### config.mk
export PLATFORM = sky130hd
export DESIGN_NAME = tei_timer_event_irq_dma
export DESIGN_NICKNAME = d
export VERILOG_FILES = /design/src/tei_pkg.sv /design/src/tei_timer_event_irq_dma.sv
export SDC_FILE = /design/constraint.sdc
export NUM_CORES = 1
export LEC_CHECK = 0
export ABC_AREA = 1
export BUFFER_PORTS_ARGS = -buffer_cell sky130_fd_sc_hd__buf_4
export CORE_UTILIZATION = 23
export CTS_BUF_LIST = sky130_fd_sc_hd__clkbuf_4 sky130_fd_sc_hd__clkbuf_8 sky130_fd_sc_hd__clkbuf_16
export DETAILED_ROUTE_END_ITERATION = 8
export HOLD_SLACK_MARGIN = 0.15
export PLACE_DENSITY_LB_ADDON = 0.25
export SLEW_MARGIN = 20
export SYNTH_ARGS = -nofsm -noshare
export SYNTH_HDL_FRONTEND = slang
export SYNTH_SLANG_ARGS = --single-unit
### constraint.sdc
create_clock -name clock -period 1.3 [get_ports clock]
set_input_delay 0.26 -clock clock [delete_from_list [all_inputs] [get_ports clock]]
set_output_delay 0.26 -clock clock [all_outputs]
set_load 0.01 [all_outputs]
### src/tei_pkg.sv
package tei_pkg;

  // ==========================================================
  // Register offsets
  localparam logic [7:0] OFS_DMA_COUNTER_POINTER = 8'hF0;
  localparam logic [7:0] OFS_DMA_ADDRESS_POINTER = 8'hF1;
  localparam logic [7:0] OFS_TIMER_VECTOR = 8'hF2;
  localparam logic [7:0] OFS_IRQ_DMA_CONTROL = 8'hF3;
  localparam logic [7:0] OFS_OUTB_CONTROL = 8'hFD;
  localparam logic [7:0] OFS_TIMER_EVENT_FLAGS = 8'hFE;
  localparam logic [7:0] OFS_IRQ_DMA_MASK = 8'hFF;

  // ==========================================================
  // Reset values
  localparam logic [7:0] RST_IRQ_DMA_CONTROL = 8'hC7;
  localparam logic [7:0] RST_TIMER_EVENT_FLAGS = 8'h00;
  localparam logic [7:0] RST_IRQ_DMA_MASK = 8'h00;
  localparam logic [7:0] RST_POINTER = 8'h00;
  localparam logic [7:0] RST_OUTB_CONTROL = 8'h00;

  // ==========================================================
  // Field positions
  localparam int FLG_CAP0 = 7;
  localparam int FLG_CAP1 = 6;
  localparam int FLG_CMP0 = 5;
  localparam int FLG_CMP1 = 4;
  localparam int FLG_OVF = 3;
  localparam int FLG_CAP0_OVR = 2;
  localparam int FLG_CMP0_OVR = 1;
  localparam int FLG_COMBINE = 0;
  localparam int MSK_GLOBAL = 7;
  localparam int MSK_CAP0_DMA = 6;
  localparam int MSK_CAP0_IRQ = 5;
  localparam int MSK_CAP1_IRQ = 4;
  localparam int MSK_CMP0_DMA = 3;
  localparam int MSK_CMP0_IRQ = 2;
  localparam int MSK_CMP1_IRQ = 1;
  localparam int MSK_OVF_IRQ = 0;
  localparam int CTL_CAP0_EOB = 7;
  localparam int CTL_CMP0_EOB = 6;
  localparam int CTL_CAP_SRC = 5;
  localparam int CTL_CMP_DST = 4;
  localparam int CTL_SWAP = 3;
  localparam int PTR_SWAP_BIT = 2;
  localparam int PTR_CHANNEL = 1;
  localparam int PTR_AREA = 0;
  localparam int OB_EVENT_EN = 1;
  localparam int OB_PRESET = 0;

  // ==========================================================
  // Vector group codes
  localparam logic [1:0] GRP_OVF = 2'h0;
  localparam logic [1:0] GRP_CAPTURE = 2'h2;
  localparam logic [1:0] GRP_COMPARE = 2'h3;

  typedef struct packed {
    logic capture0;
    logic capture1;
    logic compare0;
    logic compare1;
    logic ovfUnf;
  } tei_events_type;

  typedef struct packed {
    logic wrEn;
    logic rdEn;
    logic [7:0] addr;
    logic [7:0] wdata;
  } tei_regbus_type;

  typedef struct packed {
    logic capture0Done;
    logic compare0Done;
  } tei_eob_type;

  typedef enum logic [1:0] {
    TEI_IDLE,
    TEI_CAP_DMA,
    TEI_CMP_DMA
  } tei_chan_type;

endpackage : tei_pkg

### src/tei_timer_event_irq_dma.sv
`timescale 1ns/1ns
`default_nettype none
// How it works
// - Overflow pulses on-chip event when enabled
// - Preset writable; read returns output pin
// - Capture0 flag set by hardware; write captures
// - Capture1 flag likewise, not in bicapture
// - Compare0 flag irq needs global and mask
// - Compare1 flag irq needs global and mask
// - Overflow flag irq needs global and mask
// - Capture0 overrun on repeat or software set
// - Compare0 overrun on repeated request
// - Capture irq combine OR or AND
// - Global enable gates all timer irqs
// - Capture0 DMA mask, cleared at block end
// - Compare0 DMA mask, cleared at block end
// - Separate masks for capture1, compare1, overflow
// - Counter pointer high bits, bit2 swap toggles
// - Channel indicator driven by hardware only
// - Area select and memory segment select
// - Address pointer high bits, bit2 swap toggles
// - Vector upper bits, hardware group code
// - Capture0 end-of-block, forced 1 without swap
// - Compare0 end-of-block, forced 1 without swap
// - Capture source and compare destination selects
// - Swap enable for both DMA channels
// - Three-bit priority level to arbitration
module tei_timer_event_irq_dma
  import tei_pkg::*;
(
  input wire logic clock,
  input wire logic srst,
  input wire tei_regbus_type regBus,
  output logic [7:0] rdData_r,
  input wire tei_events_type hwEvent,
  input wire logic bicaptureMode,
  input wire tei_eob_type dmaEob,
  input wire logic timerOutputB,
  output logic softCapture0_r,
  output logic softCapture1_r,
  output logic outbPresetLoad_r,
  output logic outbPresetValue_r,
  output logic onChipEvent_r,
  output logic irqRequest_r,
  output logic [1:0] irqGroup_r,
  output logic dmaRequest_r,
  output logic dmaChannelIndicator_r,
  output logic [2:0] priorityLevel_r,
  output logic dmaAreaRegFile_r,
  output logic dmaMemorySelect_r,
  output logic captureDmaSourceSelect_r,
  output logic compareDmaDestSelect_r
);

  // ==========================================================
  // Storage
  logic [7:0] flags_r;
  logic [7:0] flags_nxt;
  logic [7:0] mask_r;
  logic [7:0] mask_nxt;
  logic [7:0] control_r;
  logic [7:0] control_nxt;
  logic [7:0] counterPtr_r;
  logic [7:0] addressPtr_r;
  logic [4:0] vectorHigh_r;
  logic outbEventEnable_r;
  logic outbPreset_r;
  logic pinMeta_r;
  logic pinSync_r;
  tei_chan_type lastChan_r;

  logic wrFlags;
  logic wrMask;
  logic wrControl;
  logic swapOn;
  logic swapToggle;
  logic cap0Ev;
  logic cap1Ev;
  logic cap0SwSet;
  logic cap1SwSet;
  logic cap0Req;
  logic cmp0Req;
  logic capIrq;
  logic cmpIrq;
  logic ovfIrq;
  logic cap0IrqSrc;
  logic cmp0IrqSrc;
  logic capDmaReq;
  logic cmpDmaReq;

  assign wrFlags = regBus.wrEn && regBus.addr == OFS_TIMER_EVENT_FLAGS;
  assign wrMask = regBus.wrEn && regBus.addr == OFS_IRQ_DMA_MASK;
  assign wrControl = regBus.wrEn && regBus.addr == OFS_IRQ_DMA_CONTROL;
  assign swapOn = control_r[CTL_SWAP];

  // ==========================================================
  // Software-simulated captures: a 0-to-1 write acts as a capture
  assign cap0SwSet = wrFlags && regBus.wdata[FLG_CAP0] && !flags_r[FLG_CAP0];
  assign cap1SwSet = wrFlags && regBus.wdata[FLG_CAP1] && !flags_r[FLG_CAP1] && !bicaptureMode;
  assign cap0Ev = hwEvent.capture0 || cap0SwSet;
  assign cap1Ev = hwEvent.capture1 || cap1SwSet;
  assign cap0Req = cap0Ev;
  assign cmp0Req = hwEvent.compare0;
  assign capDmaReq = cap0Req && mask_r[MSK_CAP0_DMA];
  assign cmpDmaReq = cmp0Req && mask_r[MSK_CMP0_DMA];

  // ==========================================================
  // Event flags
  always_comb
  begin
    flags_nxt = flags_r;
    if (wrFlags)
    begin
      // Zeros clear bits 7:1 and ones leave them; the combine bit takes the written value
      flags_nxt[7:1] = flags_r[7:1] & regBus.wdata[7:1];
      flags_nxt[FLG_COMBINE] = regBus.wdata[FLG_COMBINE];
    end
    // Hardware sets come last so they win over a same-cycle clear
    if (cap0Ev)
      flags_nxt[FLG_CAP0] = 1'b1;
    if (cap1Ev)
      flags_nxt[FLG_CAP1] = 1'b1;
    if (hwEvent.compare0)
      flags_nxt[FLG_CMP0] = 1'b1;
    if (hwEvent.compare1)
      flags_nxt[FLG_CMP1] = 1'b1;
    if (hwEvent.ovfUnf)
      flags_nxt[FLG_OVF] = 1'b1;
    if ((cap0Req && flags_r[FLG_CAP0]) || cap0SwSet)
      flags_nxt[FLG_CAP0_OVR] = 1'b1;
    if (cmp0Req && flags_r[FLG_CMP0])
      flags_nxt[FLG_CMP0_OVR] = 1'b1;
  end

  always_ff @(posedge clock)
  begin
    if (srst)
      flags_r <= RST_TIMER_EVENT_FLAGS;
    else
      flags_r <= flags_nxt;
  end

  // ==========================================================
  // Mask register; DMA masks drop at end of block
  always_comb
  begin
    mask_nxt = mask_r;
    if (wrMask)
      mask_nxt = regBus.wdata;
    if (dmaEob.capture0Done)
      mask_nxt[MSK_CAP0_DMA] = 1'b0;
    if (dmaEob.compare0Done)
      mask_nxt[MSK_CMP0_DMA] = 1'b0;
  end

  always_ff @(posedge clock)
  begin
    if (srst)
      mask_r <= RST_IRQ_DMA_MASK;
    else
      mask_r <= mask_nxt;
  end

  // ==========================================================
  // Control register: end-of-block flags, selects, swap, priority
  always_comb
  begin
    control_nxt = control_r;
    if (wrControl)
    begin
      control_nxt[5:0] = regBus.wdata[5:0];
      control_nxt[CTL_CAP0_EOB] = control_r[CTL_CAP0_EOB] & regBus.wdata[CTL_CAP0_EOB];
      control_nxt[CTL_CMP0_EOB] = control_r[CTL_CMP0_EOB] & regBus.wdata[CTL_CMP0_EOB];
    end
    if (dmaEob.capture0Done || !control_nxt[CTL_SWAP])
      control_nxt[CTL_CAP0_EOB] = 1'b1;
    if (dmaEob.compare0Done || !control_nxt[CTL_SWAP])
      control_nxt[CTL_CMP0_EOB] = 1'b1;
  end

  always_ff @(posedge clock)
  begin
    if (srst)
      control_r <= RST_IRQ_DMA_CONTROL;
    else
      control_r <= control_nxt;
  end

  // ==========================================================
  // Pointers; bit 2 flips tables at each swap-mode compare0 block end
  assign swapToggle = swapOn && dmaEob.compare0Done;

  always_ff @(posedge clock)
  begin
    if (srst)
    begin
      counterPtr_r <= RST_POINTER;
      addressPtr_r <= RST_POINTER;
    end
    else
    begin
      if (regBus.wrEn && regBus.addr == OFS_DMA_COUNTER_POINTER)
      begin
        counterPtr_r[7:2] <= regBus.wdata[7:2];
        counterPtr_r[PTR_AREA] <= regBus.wdata[PTR_AREA];
      end
      else if (swapToggle)
        counterPtr_r[PTR_SWAP_BIT] <= ~counterPtr_r[PTR_SWAP_BIT];
      if (regBus.wrEn && regBus.addr == OFS_DMA_ADDRESS_POINTER)
      begin
        addressPtr_r[7:2] <= regBus.wdata[7:2];
        addressPtr_r[PTR_AREA] <= regBus.wdata[PTR_AREA];
      end
      else if (swapToggle)
        addressPtr_r[PTR_SWAP_BIT] <= ~addressPtr_r[PTR_SWAP_BIT];
    end
  end

  // ==========================================================
  // Vector high bits and output-B control
  always_ff @(posedge clock)
  begin
    if (srst)
    begin
      vectorHigh_r <= 5'h00;
      outbEventEnable_r <= 1'b0;
      outbPreset_r <= 1'b0;
      outbPresetLoad_r <= 1'b0;
    end
    else
    begin
      if (regBus.wrEn && regBus.addr == OFS_TIMER_VECTOR)
        vectorHigh_r <= regBus.wdata[7:3];
      outbPresetLoad_r <= 1'b0;
      if (regBus.wrEn && regBus.addr == OFS_OUTB_CONTROL)
      begin
        outbEventEnable_r <= regBus.wdata[OB_EVENT_EN];
        outbPreset_r <= regBus.wdata[OB_PRESET];
        outbPresetLoad_r <= 1'b1;
      end
      else
        outbPreset_r <= pinSync_r;
    end
  end

  assign outbPresetValue_r = outbPreset_r;

  // Pin level is from outside this clock, so two stages first
  always_ff @(posedge clock)
  begin
    if (srst)
    begin
      pinMeta_r <= 1'b0;
      pinSync_r <= 1'b0;
    end
    else
    begin
      pinMeta_r <= timerOutputB;
      pinSync_r <= pinMeta_r;
    end
  end

  // ==========================================================
  // Interrupt request and group code generation
  // With a DMA mask set, the irq mask selects the end-of-block irq
  assign cap0IrqSrc = mask_r[MSK_CAP0_DMA] ? dmaEob.capture0Done : flags_r[FLG_CAP0];
  assign cmp0IrqSrc = mask_r[MSK_CMP0_DMA] ? dmaEob.compare0Done : flags_r[FLG_CMP0];
  always_comb
  begin
    if (flags_r[FLG_COMBINE])
      capIrq = cap0IrqSrc && mask_r[MSK_CAP0_IRQ] && flags_r[FLG_CAP1] && mask_r[MSK_CAP1_IRQ];
    else
      capIrq = (cap0IrqSrc && mask_r[MSK_CAP0_IRQ]) || (flags_r[FLG_CAP1] && mask_r[MSK_CAP1_IRQ]);
  end
  assign cmpIrq = (cmp0IrqSrc && mask_r[MSK_CMP0_IRQ]) || (flags_r[FLG_CMP1] && mask_r[MSK_CMP1_IRQ]);
  assign ovfIrq = flags_r[FLG_OVF] && mask_r[MSK_OVF_IRQ];

  always_ff @(posedge clock)
  begin
    if (srst)
    begin
      irqRequest_r <= 1'b0;
      irqGroup_r <= GRP_OVF;
    end
    else
    begin
      irqRequest_r <= mask_r[MSK_GLOBAL] && (capIrq || cmpIrq || ovfIrq);
      // Fixed group priority: overflow, then capture, then compare
      if (ovfIrq)
        irqGroup_r <= GRP_OVF;
      else if (capIrq)
        irqGroup_r <= GRP_CAPTURE;
      else
        irqGroup_r <= GRP_COMPARE;
    end
  end

  // ==========================================================
  // DMA requests and the hardware-only channel indicator
  always_ff @(posedge clock)
  begin
    if (srst)
    begin
      dmaRequest_r <= 1'b0;
      dmaChannelIndicator_r <= 1'b0;
      lastChan_r <= TEI_IDLE;
    end
    else
    begin
      dmaRequest_r <= capDmaReq || cmpDmaReq;
      // Compare0 wins a same-cycle tie; the controller serves one channel at a time
      case (lastChan_r)
        TEI_IDLE, TEI_CAP_DMA, TEI_CMP_DMA:
        begin
          if (cmpDmaReq)
          begin
            lastChan_r <= TEI_CMP_DMA;
            dmaChannelIndicator_r <= 1'b1;
          end
          else if (capDmaReq)
          begin
            lastChan_r <= TEI_CAP_DMA;
            dmaChannelIndicator_r <= 1'b0;
          end
        end
        default:
        begin
          lastChan_r <= TEI_IDLE;
          dmaChannelIndicator_r <= 1'b0;
        end
      endcase
    end
  end

  // ==========================================================
  // On-chip event and software capture strobes
  always_ff @(posedge clock)
  begin
    if (srst)
    begin
      onChipEvent_r <= 1'b0;
      softCapture0_r <= 1'b0;
      softCapture1_r <= 1'b0;
    end
    else
    begin
      onChipEvent_r <= outbEventEnable_r && hwEvent.ovfUnf;
      softCapture0_r <= cap0SwSet;
      softCapture1_r <= cap1SwSet;
    end
  end

  // ==========================================================
  // Static configuration outputs
  assign priorityLevel_r = control_r[2:0];
  assign dmaAreaRegFile_r = counterPtr_r[PTR_AREA];
  assign dmaMemorySelect_r = addressPtr_r[PTR_AREA];
  assign captureDmaSourceSelect_r = control_r[CTL_CAP_SRC];
  assign compareDmaDestSelect_r = control_r[CTL_CMP_DST];

  // ==========================================================
  // Read port, registered one cycle after rdEn
  always_ff @(posedge clock)
  begin
    if (srst)
      rdData_r <= 8'h00;
    else if (regBus.rdEn)
    begin
      case (regBus.addr)
        OFS_DMA_COUNTER_POINTER: rdData_r <= {counterPtr_r[7:2], dmaChannelIndicator_r, counterPtr_r[PTR_AREA]};
        OFS_DMA_ADDRESS_POINTER: rdData_r <= {addressPtr_r[7:2], dmaChannelIndicator_r, addressPtr_r[PTR_AREA]};
        OFS_TIMER_VECTOR: rdData_r <= {vectorHigh_r, irqGroup_r, 1'b0};
        OFS_IRQ_DMA_CONTROL: rdData_r <= control_r;
        OFS_OUTB_CONTROL: rdData_r <= {6'h00, outbEventEnable_r, pinSync_r};
        OFS_TIMER_EVENT_FLAGS: rdData_r <= flags_r;
        OFS_IRQ_DMA_MASK: rdData_r <= mask_r;
        default: rdData_r <= 8'h00;
      endcase
    end
  end

endmodule : tei_timer_event_irq_dma
`default_nettype wire

Word level (Yosys, flattened, before mapping)

Cells that the tools add are included.

Logic and storage cells: 133
Register bits: 66
Bits of input ports: 29
Output and inout port bits: 25

Bitwise logic cells: 6
Mux-type cells: 24
Eq/ne operators: 9
Reduce and logical (&&, ||, !) cells: 59

Operators with widths:

| operator                                       | number |
|---|---|
| == test 8 bit (second input constant)          | 7 |
| one-hot mux 8 bit (7 select lines)             | 1 |
| logical AND 1 bit                              | 26 |
| nonzero test 2 bit                             | 10 |
| two-way mux 1 bit                              | 19 |
| OR reduction 2 bit                             | 6 |
| logical OR 1 bit                               | 10 |
| two-way mux 8 bit                              | 1 |
| AND 7 bit                                      | 1 |
| OR reduction 3 bit                             | 2 |
| logical NOT 1 bit                              | 4 |
| two-way mux 2 bit                              | 2 |
| two-way mux 4 bit                              | 1 |
| inverter 1 bit                                 | 3 |
| AND 1 bit                                      | 2 |
| == test 2 x 1 -> 1 bit (second input constant) | 1 |
| == test 2 bit (second input constant)          | 1 |
| logical NOT 2 bit                              | 1 |

Logic depth before layout (Yosys ltp)

Gate-level depths: netlist of the first run.

Depth in word-level cells: 8
Gate-level depth with buffers: 11
Depth with buffers taken out: 11

Worst setup path before layout of the first run

OpenSTA, ideal clock, no wires.

Path kind: in2reg
From: in regBus[10] (netlist bit)
To: reg flags_r[2]
Library setup time: 0.115 ns
Data arrival time: 1.133 ns
Path slack: 0.052 ns
Required time: 1.185 ns
Stages on the path: 9
Path through: nand2_1 > inv_1 > nand2_1 > nor2_4 > nand2_2 > o21ai_1 > inv_1 > o21ai_0 > inv_1

Cells in the longest elaborated chain, start to end: 8

Ends and longest elaborated chain:

| element                                                 | line                           | text |
|---|---|---|
| start, declared                                         | tei_timer_event_irq_dma.sv:33  | `input wire tei_regbus_type regBus,` |
| == test 8 bit *                                         | tei_timer_event_irq_dma.sv:91  | `assign wrFlags = regBus.wrEn && regBus.addr == OFS_TIMER_EVENT_FLAGS;` |
| logical AND 1 bit *                                     | tei_timer_event_irq_dma.sv:91  |  |
| logical AND 1 bit (2 in series)                         | tei_timer_event_irq_dma.sv:98  | `assign cap0SwSet = wrFlags && regBus.wdata[FLG_CAP0] && !flags_r[FLG_CAP0];` |
| logical OR 1 bit                                        | tei_timer_event_irq_dma.sv:100 | `assign cap0Ev = hwEvent.capture0 \|\| cap0SwSet;` |
| logical AND 1 bit                                       | tei_timer_event_irq_dma.sv:129 | `if ((cap0Req && flags_r[FLG_CAP0]) \|\| cap0SwSet)` |
| logical OR 1 bit                                        | tei_timer_event_irq_dma.sv:129 |  |
| two-way mux 1 bit or nonzero test 2 bit (tied branches) | --                             |  |
| end signal, assigned                                    | tei_timer_event_irq_dma.sv:140 | `flags_r <= flags_nxt;` |
| end, declared                                           | tei_timer_event_irq_dma.sv:57  | `logic [7:0] flags_r;` |

Mark *: on every way between the ends. The rest lies on a longest branch, timed or not.
A chain may end at the register's enable or synchronous reset.

==> out/metrics.yaml, run 1 <==
via_count: 2921
maxCapViolCount: 0
cpPeakStageDelay_ns: 0.53
slew_viol_final: 0
run_status: "finished clean"
power_density_mw_per_mm2: 1150
synth_cell_type_count: 21
synth_seq_cells: 65
synth.top_cell.area_share_pct: 44.7
min_period_ns: 1.27
diodes: 0
core-area_mm2: 0.0122
synth-xor-area-share_pct: 0.601
io_pins: 54
htree_levels: 3
die_area_mm2: 0.0131
crit_slowest_cell: "dlygate4sd3_1"
worst_pin_slew_ns: 0.291
track_usage_pct: 14.5
synthMuxAreaShare_pct: 0
critPathCaptureType: "flop"
antenna_found_initial: 0
synth_top_family_by_area: "simple AND/OR/NAND/NOR gates"
drive_gt1_share_pct: 21.9
fin_setup_tns_ns: 0
synth_top_cell_by_area: "dfxtp_1"
routed_wirelength_mm: 8.92
avgSynthCellArea_um2: 6.86
fmax_mhz: 788
layout.cells.non_filler: 680
holdCritPathClass: "input pin to flop"
total_power_mw: 4.73
drtAntennaViolNets: 0
setup_viol: 0
rows: 40
synthTopCellsByArea: "dfxtp_1, nand2_1, a21oi_1"
ys_seq_area_share_pct: 44.7
maxSlewHeadroom_pct: 80.5
fin_util_pct: 33.7
cts.sinks: 65
drc: 0
leakagePower_nw: 1.78
overflow: 0
fp.dieH_um: 115
placed_cells: 658
cts_tree: "yes"
area_growth_pct: 40.7
gp_congestion: 0.813
synth_compound_area_share_pct: 18.8
grt_pass1_wl_mm: 14.4
hpwl_mm: 6.79
critPathRequiredTime_ns: 1.51
syn_inst: 425
clk_path_buf_depth: 2
drt_pass1_iterations: 4
clock_skew_ns: 0.00658
grt_setup_unrepaired: "true"
start_kind: "input pin"
grt_max_degree: 24
yosys.area_share.simple_pct: 24.7
wl_met3_um: 328
via_per_inst: 4.30
portBuffers: 53
dr.first_iter.drc_count: 114
postCtsSetupBuffers: 0
fin_crit_sh_pct: 97.6
critical_path.max_fanout: 10
root_buffer: "clkbuf_16"
start_util_pct: 24.0
path_cells: "dlygate4sd3_1 > buf_4 > clkinvlp_4 > clkbuf_16 > o21ai_0 > a21oi_1"
syn_area_mm2: 0.00291
yosys_warnings: 0
wire_per_inst_um: 13.1
cts_buffers: 9
wl_met2_mm: 4.33
synth-adder-area-share_pct: 0
top_layer_used: "met4"
grt_pass1_vias: 2855
ir_drop_uv: 575
fp.dieW_um: 115
critPathKind: "input pin to flop"
cp_data_arrival_time_ns: 1.48
final_nets: 536
insertion_delay_ns: 0.33
hold_viol_final: 0
syn-num-nets: 454
drt-met1-wl_mm: 4.12
path_clk_slew_ns: 0.05
## state kept, by name, summed over array words and instances (netlist names), 2 cells and up
| name | cells |
|---|---|
| vectorHigh_r | 5 |
| flags_r | 8 |
| counterPtr_r | 7 |
| irqGroup_r | 2 |
| addressPtr_r | 7 |
| rdData_r | 8 |
| control_r | 8 |
| mask_r | 8 |
## final timing paths
kind,slack (ns),start,end,cells after the start
worst max register to register,0.24,flags_r[6],rdData_r[6],6
worst max-delay path,0.03,srst,vectorHigh_r[0],6
worst min-delay path,0.18,hwEvent[1],flags_r[4],3
worst min register to register,0.40,pinMeta_r,pinSync_r,2
## timing repair
action / CTS / global route
hold buffers: 5 / 0
resized for setup: 0 / 15
hold endpoints to repair: 4 / 0
endpoints found under the setup margin: 0 / 28
## synthesized netlist by cell type
master and instances:
dfxtp_1 65, xor2_1 2, inv_1 65, a211oi_1 2
nor2_4 3, nor2_1 41, nand3_1 31, nor4_2 1
o21ai_1 2, nand2_2 2, a21oi_1 52, o21ai_0 49
buf_2 5, nand2_1 86, nand4_1 2, o21bai_1 1
buf_4 4, nor2_2 1, nor3_1 2, o2111ai_1 1
clkbuf_1 8
## cell type report
type / count / area (µm²)
Fill cell: 1325 / 8060
Sequential cell: 65 / 1300
Multi-Input combinational cell: 278 / 1300
Timing Repair Buffer: 88 / 743
Clock buffer: 14 / 288
Inverter: 65 / 248
Tap cell: 168 / 210
Clock inverter: 2 / 10.0
## cells in the final DEF (no fill, tap or decap), types with 2 or more instances in the layout
master / n
nor3_1: 2
clkbuf_8: 4
nand2_2: 4
clkinv_2: 2
o21ai_1: 7
nor2_1: 40
buf_12: 3
a21oi_2: 2
xor2_1: 2
nor2_4: 3
a211oi_1: 2
nand3_1: 31
clkbuf_16: 10
buf_4: 76
dlygate4sd3_1: 5
dfxtp_1: 65
a21oi_1: 50
nor2_2: 2
buf_6: 2
nand2_1: 84
nand4_1: 2
inv_1: 64
o21ai_0: 44
## cells by family after synthesis
group,Yosys count
buf+inv,82
compound gates,107
simple gates,169
xor+xnor,2
flops,65
## worst max-delay path: cells and delay by family
| kind | cells | cell delay (ns) |
|---|---|---|
| buf+inv | 4 | 1.07 |
| compound gates | 2 | 0.14 |
## stage by stage
step	worst slack (ns)	hold WS, ns	area, µm²
2_1_floorplan	0.0517	0.333	2910
3_3_place_gp	-0.304	0.395	3690
3_5_place_dp	-0.299	0.397	3690
4_1_cts	0.0300	0.169	4040
5_1_grt	-0.0208	0.181	4100
6_report	0.0309	0.179	4100
## layer usage
layer / global-route usage (%) / up-vias
li1: - / 1522
met1: 17.4 / 1323
met3: 3.71 / 12
met4: 4.68 / 0
met5: 0 / -
met2: 25.2 / 64
## power by group
part / total (mW) / switching (mW) / internal (mW) / leakage, nW
sequential: 2.04 / 0.0167 / 2.02 / 0.527
clock: 2.36 / 0.848 / 1.51 / 0.152
combinational: 0.335 / 0.184 / 0.151 / 1.10
Note: power is estimated with default switching activity, not from simulation.
==> inputs of run 2 (changes only) <==
Settings changed: BUFFER_PORTS_ARGS -buffer_cell sky130_fd_sc_hd__buf_4 to default, DONT_BUFFER_PORTS from default to 1.
==> run 2 against run 1 <==
Against the previous run:
- die area did not move
- global-route usage is 0.77 points higher
- cell count fell by 6.0%
- combinational power is 24% lower
==> out/metrics.yaml, run 2 (synthesis results as in run 1) <==
min_period_ns: 1.19
insertion_delay_ns: 0.32
fin_setup_tns_ns: 0
track_usage_pct: 15.3
drive_gt1_share_pct: 11.7
crit_buf_inv: 2
antenna_found_initial: 0
io_pins: 54
rows: 40
drc: 0
power.share.clock_pct: 52.4
hold_viol_final: 0
start_util_pct: 24.0
cp_data_arrival_time_ns: 1.43
n_fill_cell: 1341
clk_path_buf_depth: 2
cts_buffers: 9
crit_slowest_cell: "dlygate4sd3_1"
fin_crit_sh_pct: 91.7
wire_per_inst_um: 14.5
area_growth_pct: 29.6
via_count: 2755
clock_skew_ns: 0.00745
critPathCaptureType: "flop"
postCtsSetupBuffers: 0
drt_pass1_iterations: 4
portBuffers: 0
via_per_inst: 4.31
p_switching_mw: 1.02
slew_viol_final: 0
gp_congestion: 0.842
final_nets: 495
overflow: 0
critPathRequiredTime_ns: 1.54
power_density_mw_per_mm2: 1280
maxCapViolCount: 0
fp.dieH_um: 115
critical_path.max_fanout: 2
run_status: "finished clean"
grt_max_degree: 33
placed_cells: 604
cpPeakStageDelay_ns: 0.59
power.share.combinational_pct: 5.3
final_common_cell: "nand2_1"
core-area_mm2: 0.0122
cts_tree: "yes"
dr.first_iter.drc_count: 131
fmax_mhz: 839
cp_top_family: "buffers and inverters"
grt_pass1_wl_mm: 14.9
drtAntennaViolNets: 0
fin_util_pct: 31.1
p_seq_share_pct: 42.3
start_kind: "input pin"
worst_pin_slew_ns: 0.329
setup_viol: 0
htree_levels: 3
fp.dieW_um: 115
routed_wirelength_mm: 9.26
die_area_mm2: 0.0131
root_buffer: "clkbuf_16"
hpwl_mm: 6.73
final_cell_mix: "nand2_1, inv_1, dfxtp_1, a21oi_1, o21ai_0"
intPower_mw: 3.80
holdCritPathClass: "input pin to flop"
maxSlewHeadroom_pct: 78.0
ir_drop_uv: 507
path_clk_slew_ns: 0.05
critPathKind: "input pin to flop"
layout.cells.non_filler: 639
grt_pass1_vias: 2756
diodes: 0
leakagePower_nw: 1.56
cts.sinks: 65
path_cells: "dlygate4sd3_1 > inv_1 > a21oi_1 > o21ai_0 > o21ai_0 > nor2_1 > a21oi_1"
p_sw_share_pct: 21.1
grt_setup_unrepaired: "false"
-- run 2: cell count changes in the layout (fill, tap and decap cells not counted), moves of 2 or more --
cell	delta
o21ai_1	-4
a21oi_1	+2
buf_12	-2
dlygate4sd3_1	+13
o21ai_0	+3
buf_4	-48
a21oi_2	-2
buf_6	-2
-- run 2: power by group through the flow --
stage	registers [mW]	clock network [mW]	logic, mW
3_3_place_gp	2.08	0	0.157
6_report	2.04	2.53	0.254
2_1_floorplan	2.07	0	0.130
5_1_grt	2.04	2.69	0.284
4_1_cts	2.04	2.57	0.254
3_5_place_dp	2.08	0	0.160
-- run 2: metrics by stage --
| step | hold slack [ns] | worst slack, ns | total power, mW | area [µm²] |
|---|---|---|---|---|
| 2_1_floorplan | 0.333 | 0.0517 | 2.20 | 2910 |
| 3_3_place_gp | 0.334 | -0.152 | 2.24 | 3250 |
| 3_5_place_dp | 0.334 | -0.165 | 2.24 | 3250 |
| 4_1_cts | 0.152 | 0.0820 | 4.86 | 3770 |
| 5_1_grt | 0.157 | 0.0124 | 5.01 | 3780 |
| 6_report | 0.164 | 0.108 | 4.82 | 3780 |
-- run 2: worst register-to-register path: cells and delay by family (launching register included) --
family / cells / cell delay [ns]
AO/OA/AOI/OAI: 2 / 0.36
AND/OR/NAND/NOR: 3 / 0.24
flip-flops: 1 / 0.35
buffers and inverters: 1 / 0.06
-- run 2: final cells by class --
| class | instances | area (µm²) | area share, % |
|---|---|---|---|
| Sequential cell | 65 | 1300 | 34.4 |
| Inverter | 65 | 244 | 6.46 |
| Tap cell | 168 | 210 | 5.56 |
| Multi-Input combinational cell | 278 | 1290 | 34.3 |
| Timing Repair Buffer | 47 | 410 | 10.9 |
| Clock inverter | 2 | 35.0 | 0.927 |
| Clock buffer | 14 | 282 | 7.45 |
-- run 2: repair_timing --
action	4_1_cts	5_1_grt
gates resized for setup	0	5
hold buffers	19	0
setup endpoints to repair	0	2
endpoints found under the hold margin	57	0
-- run 2: per-layer routing --
| layer | part of all wire [%] | GRT usage [%] | vias to the layer above | wire length (µm) |
|---|---|---|---|---|
| met5 | 0 | 0 | - | 0 |
| met4 | 1.8 | 5.89 | 0 | 163 |
| met3 | 5.7 | 4.45 | 12 | 531 |
| met2 | 48 | 25.3 | 55 | 4480 |
| met1 | 44 | 18.6 | 1245 | 4090 |
| li1 | - | - | 1443 | - |
-- run 2: worst paths after layout --
| check | start | endpoint | slack, ns | cells after the start |
|---|---|---|---|---|
| worst max-delay path | dmaEob[0] | irqRequest_r | 0.11 | 7 |
| worst min-delay path | regBus[3] | counterPtr_r[3] | 0.16 | 2 |
| worst max register to register | flags_r[6] | rdData_r[6] | 0.21 | 6 |
| worst min register to register | pinMeta_r | pinSync_r | 0.40 | 2 |
==> inputs of run 3 (changes only) <==
Settings changed: CORE_UTILIZATION 23 to 56, PLACE_DENSITY_LB_ADDON 0.25 to 0.2.
==> run 3 against run 2 <==
Against the previous run:
- flip-flop and latch count unchanged
- clock power decreased by 27%
- utilization increased by 43 points
- combinational power increased by 4%
- critical path depth increased by 2
- fmax increased by 1.5%
- clock skew decreased by 0.0036 ns
- via count increased by 4.6%
- sequential share of layout area increased by 2.0 points
- power decreased by 14%
==> out/metrics.yaml, run 3 (synthesis results as in run 1) <==
final_cell_mix: "nand2_1, inv_1, dfxtp_1, a21oi_1, o21ai_0"
wire_per_inst_um: 15.2
cts_buffers: 9
fmax_mhz: 851
drc: 0
p_switching_mw: 0.938
run_status: "finished clean"
via_count: 2883
hold_viol_final: 0
start_util_pct: 60.1
io_pins: 54
slew_viol_final: 0
die_area_mm2: 0.00550
worst_pin_slew_ns: 0.378
p_sw_share_pct: 22.6
power.share.clock_pct: 44.5
ir_drop_uv: 739
min_from: "regBus[7]"
core-area_mm2: 0.00485
drtAntennaViolNets: 0
hold_depth: 4
leakagePower_nw: 1.52
fin_ws_ns: 0.125
pre_cts_slack_ns: -0.153
multi_input_area_mm2: 0.00128
n_fill_cell: 399
overflow: 0
hold_slack_ns: 0.165
drive_gt1_share_pct: 11.2
hpwl_mm: 5.60
grt_max_degree: 33
critPathKind: "input pin to flop"
insertion_delay_ns: 0.35
power_density_mw_per_mm2: 1160
r2r_setup_slack_ns: 0.21
fin_util_pct: 73.7
start_kind: "input pin"
final_nets: 497
cts_tree: "yes"
fin_setup_tns_ns: 0
p_seq_share_pct: 49.2
htree_levels: 3
path_clk_slew_ns: 0.07
critPathRequiredTime_ns: 1.58
grt_pass1_wl_mm: 13.1
antenna_found_initial: 1
critPathCaptureType: "flop"
fin_crit_sh_pct: 90.3
via_per_inst: 5.33
power.share.combinational_pct: 6.3
grt_setup_unrepaired: "false"
cp_data_arrival_time_ns: 1.46
portBuffers: 0
track_usage_pct: 32.6
dr.first_iter.drc_count: 183
whs_endpoint: "flags_r[7]"
clk_path_buf_depth: 2
drt_pass1_iterations: 5
grt_pass1_vias: 2792
root_buffer: "clkbuf_8"
r2r-end: "rdData_r[4]"
worstRegToRegCells: 6
min_period_ns: 1.17
routed_wirelength_mm: 8.24
rows: 25
gp_congestion: 0.916
cts.sinks: 65
setup_viol: 0
total_power_mw: 4.14
maxSlewHeadroom_pct: 74.7
r2r-start: "flags_r[4]"
area_growth_pct: 22.5
fp.dieW_um: 74.1
postCtsSetupBuffers: 0
intPower_mw: 3.20
maxCapViolCount: 0
holdCritPathClass: "input pin to flop"
clock_skew_ns: 0.00384
final_common_cell: "nand2_1"
fp.dieH_um: 74.1
final-seq-area_mm2: 0.00130
critical_path.max_fanout: 15
run 3: power groups by stage:
| stage | Combinational [mW] | Sequential (mW) | Clock [mW] |
|---|---|---|---|
| 2_1_floorplan | 0.130 | 2.07 | 0 |
| 3_3_place_gp | 0.154 | 2.08 | 0 |
| 3_5_place_dp | 0.158 | 2.08 | 0 |
| 4_1_cts | 0.256 | 2.04 | 1.85 |
| 5_1_grt | 0.287 | 2.04 | 1.93 |
| 6_report | 0.263 | 2.04 | 1.84 |
run 3: repair_timing:
action                                  4_1_cts  5_1_grt
gates resized for setup                       0        1
endpoints found under the hold margin        64        0
hold buffers                                 20        0
endpoints found under the setup margin        0        2
run 3: cell type report:
| cell class | count | area share, % |
|---|---|---|
| Sequential cell | 65 | 36.4 |
| Multi-Input combinational cell | 278 | 35.9 |
| Timing Repair Buffer | 49 | 12.3 |
| Inverter | 65 | 6.83 |
| Clock buffer | 14 | 5.05 |
| Tap cell | 67 | 2.35 |
| Clock inverter | 2 | 0.981 |
| Antenna cell | 1 | 0.0701 |
run 3: worst max-delay path, stage by stage:
cell and delay [ns]:
nand2_1 0.06, nor2_2 0.17, buf_4 0.24, nand2_1 0.11
o21ai_0 0.30, nor2_1 0.08, nand2_1 0.07, nand2_1 0.06
a21oi_1 0.12
run 3: per-stage QoR:
stage,area (µm²),instances
5_1_grt,3570,541
3_5_place_dp,3140,504
2_1_floorplan,2910,425
4_1_cts,3570,540
6_report,3570,541
3_3_place_gp,3140,504
run 3: layer usage:
layer / vias to the layer above / GRT usage, % / part of all wire [%]
li1: 1447 / - / -
met1: 1297 / 38.4 / 42
met2: 111 / 54.5 / 47
met3: 28 / 7.18 / 6.8
met4: 0 / 18.6 / 3.6
met5: - / 0 / 0
run 3: how the worst max path moves through the flow:
stage	from	to	slack, ns	cells after the start
2_1_floorplan	regBus[10]	flags_r[2]	0.05	9
3_3_place_gp	regBus[13]	rdData_r[0]	-0.14	9
3_5_place_dp	regBus[13]	rdData_r[4]	-0.15	9
4_1_cts	dmaEob[1]	irqRequest_r	0.10	7
5_1_grt	regBus[13]	rdData_r[4]	0.02	9
6_report	regBus[13]	rdData_r[4]	0.13	9
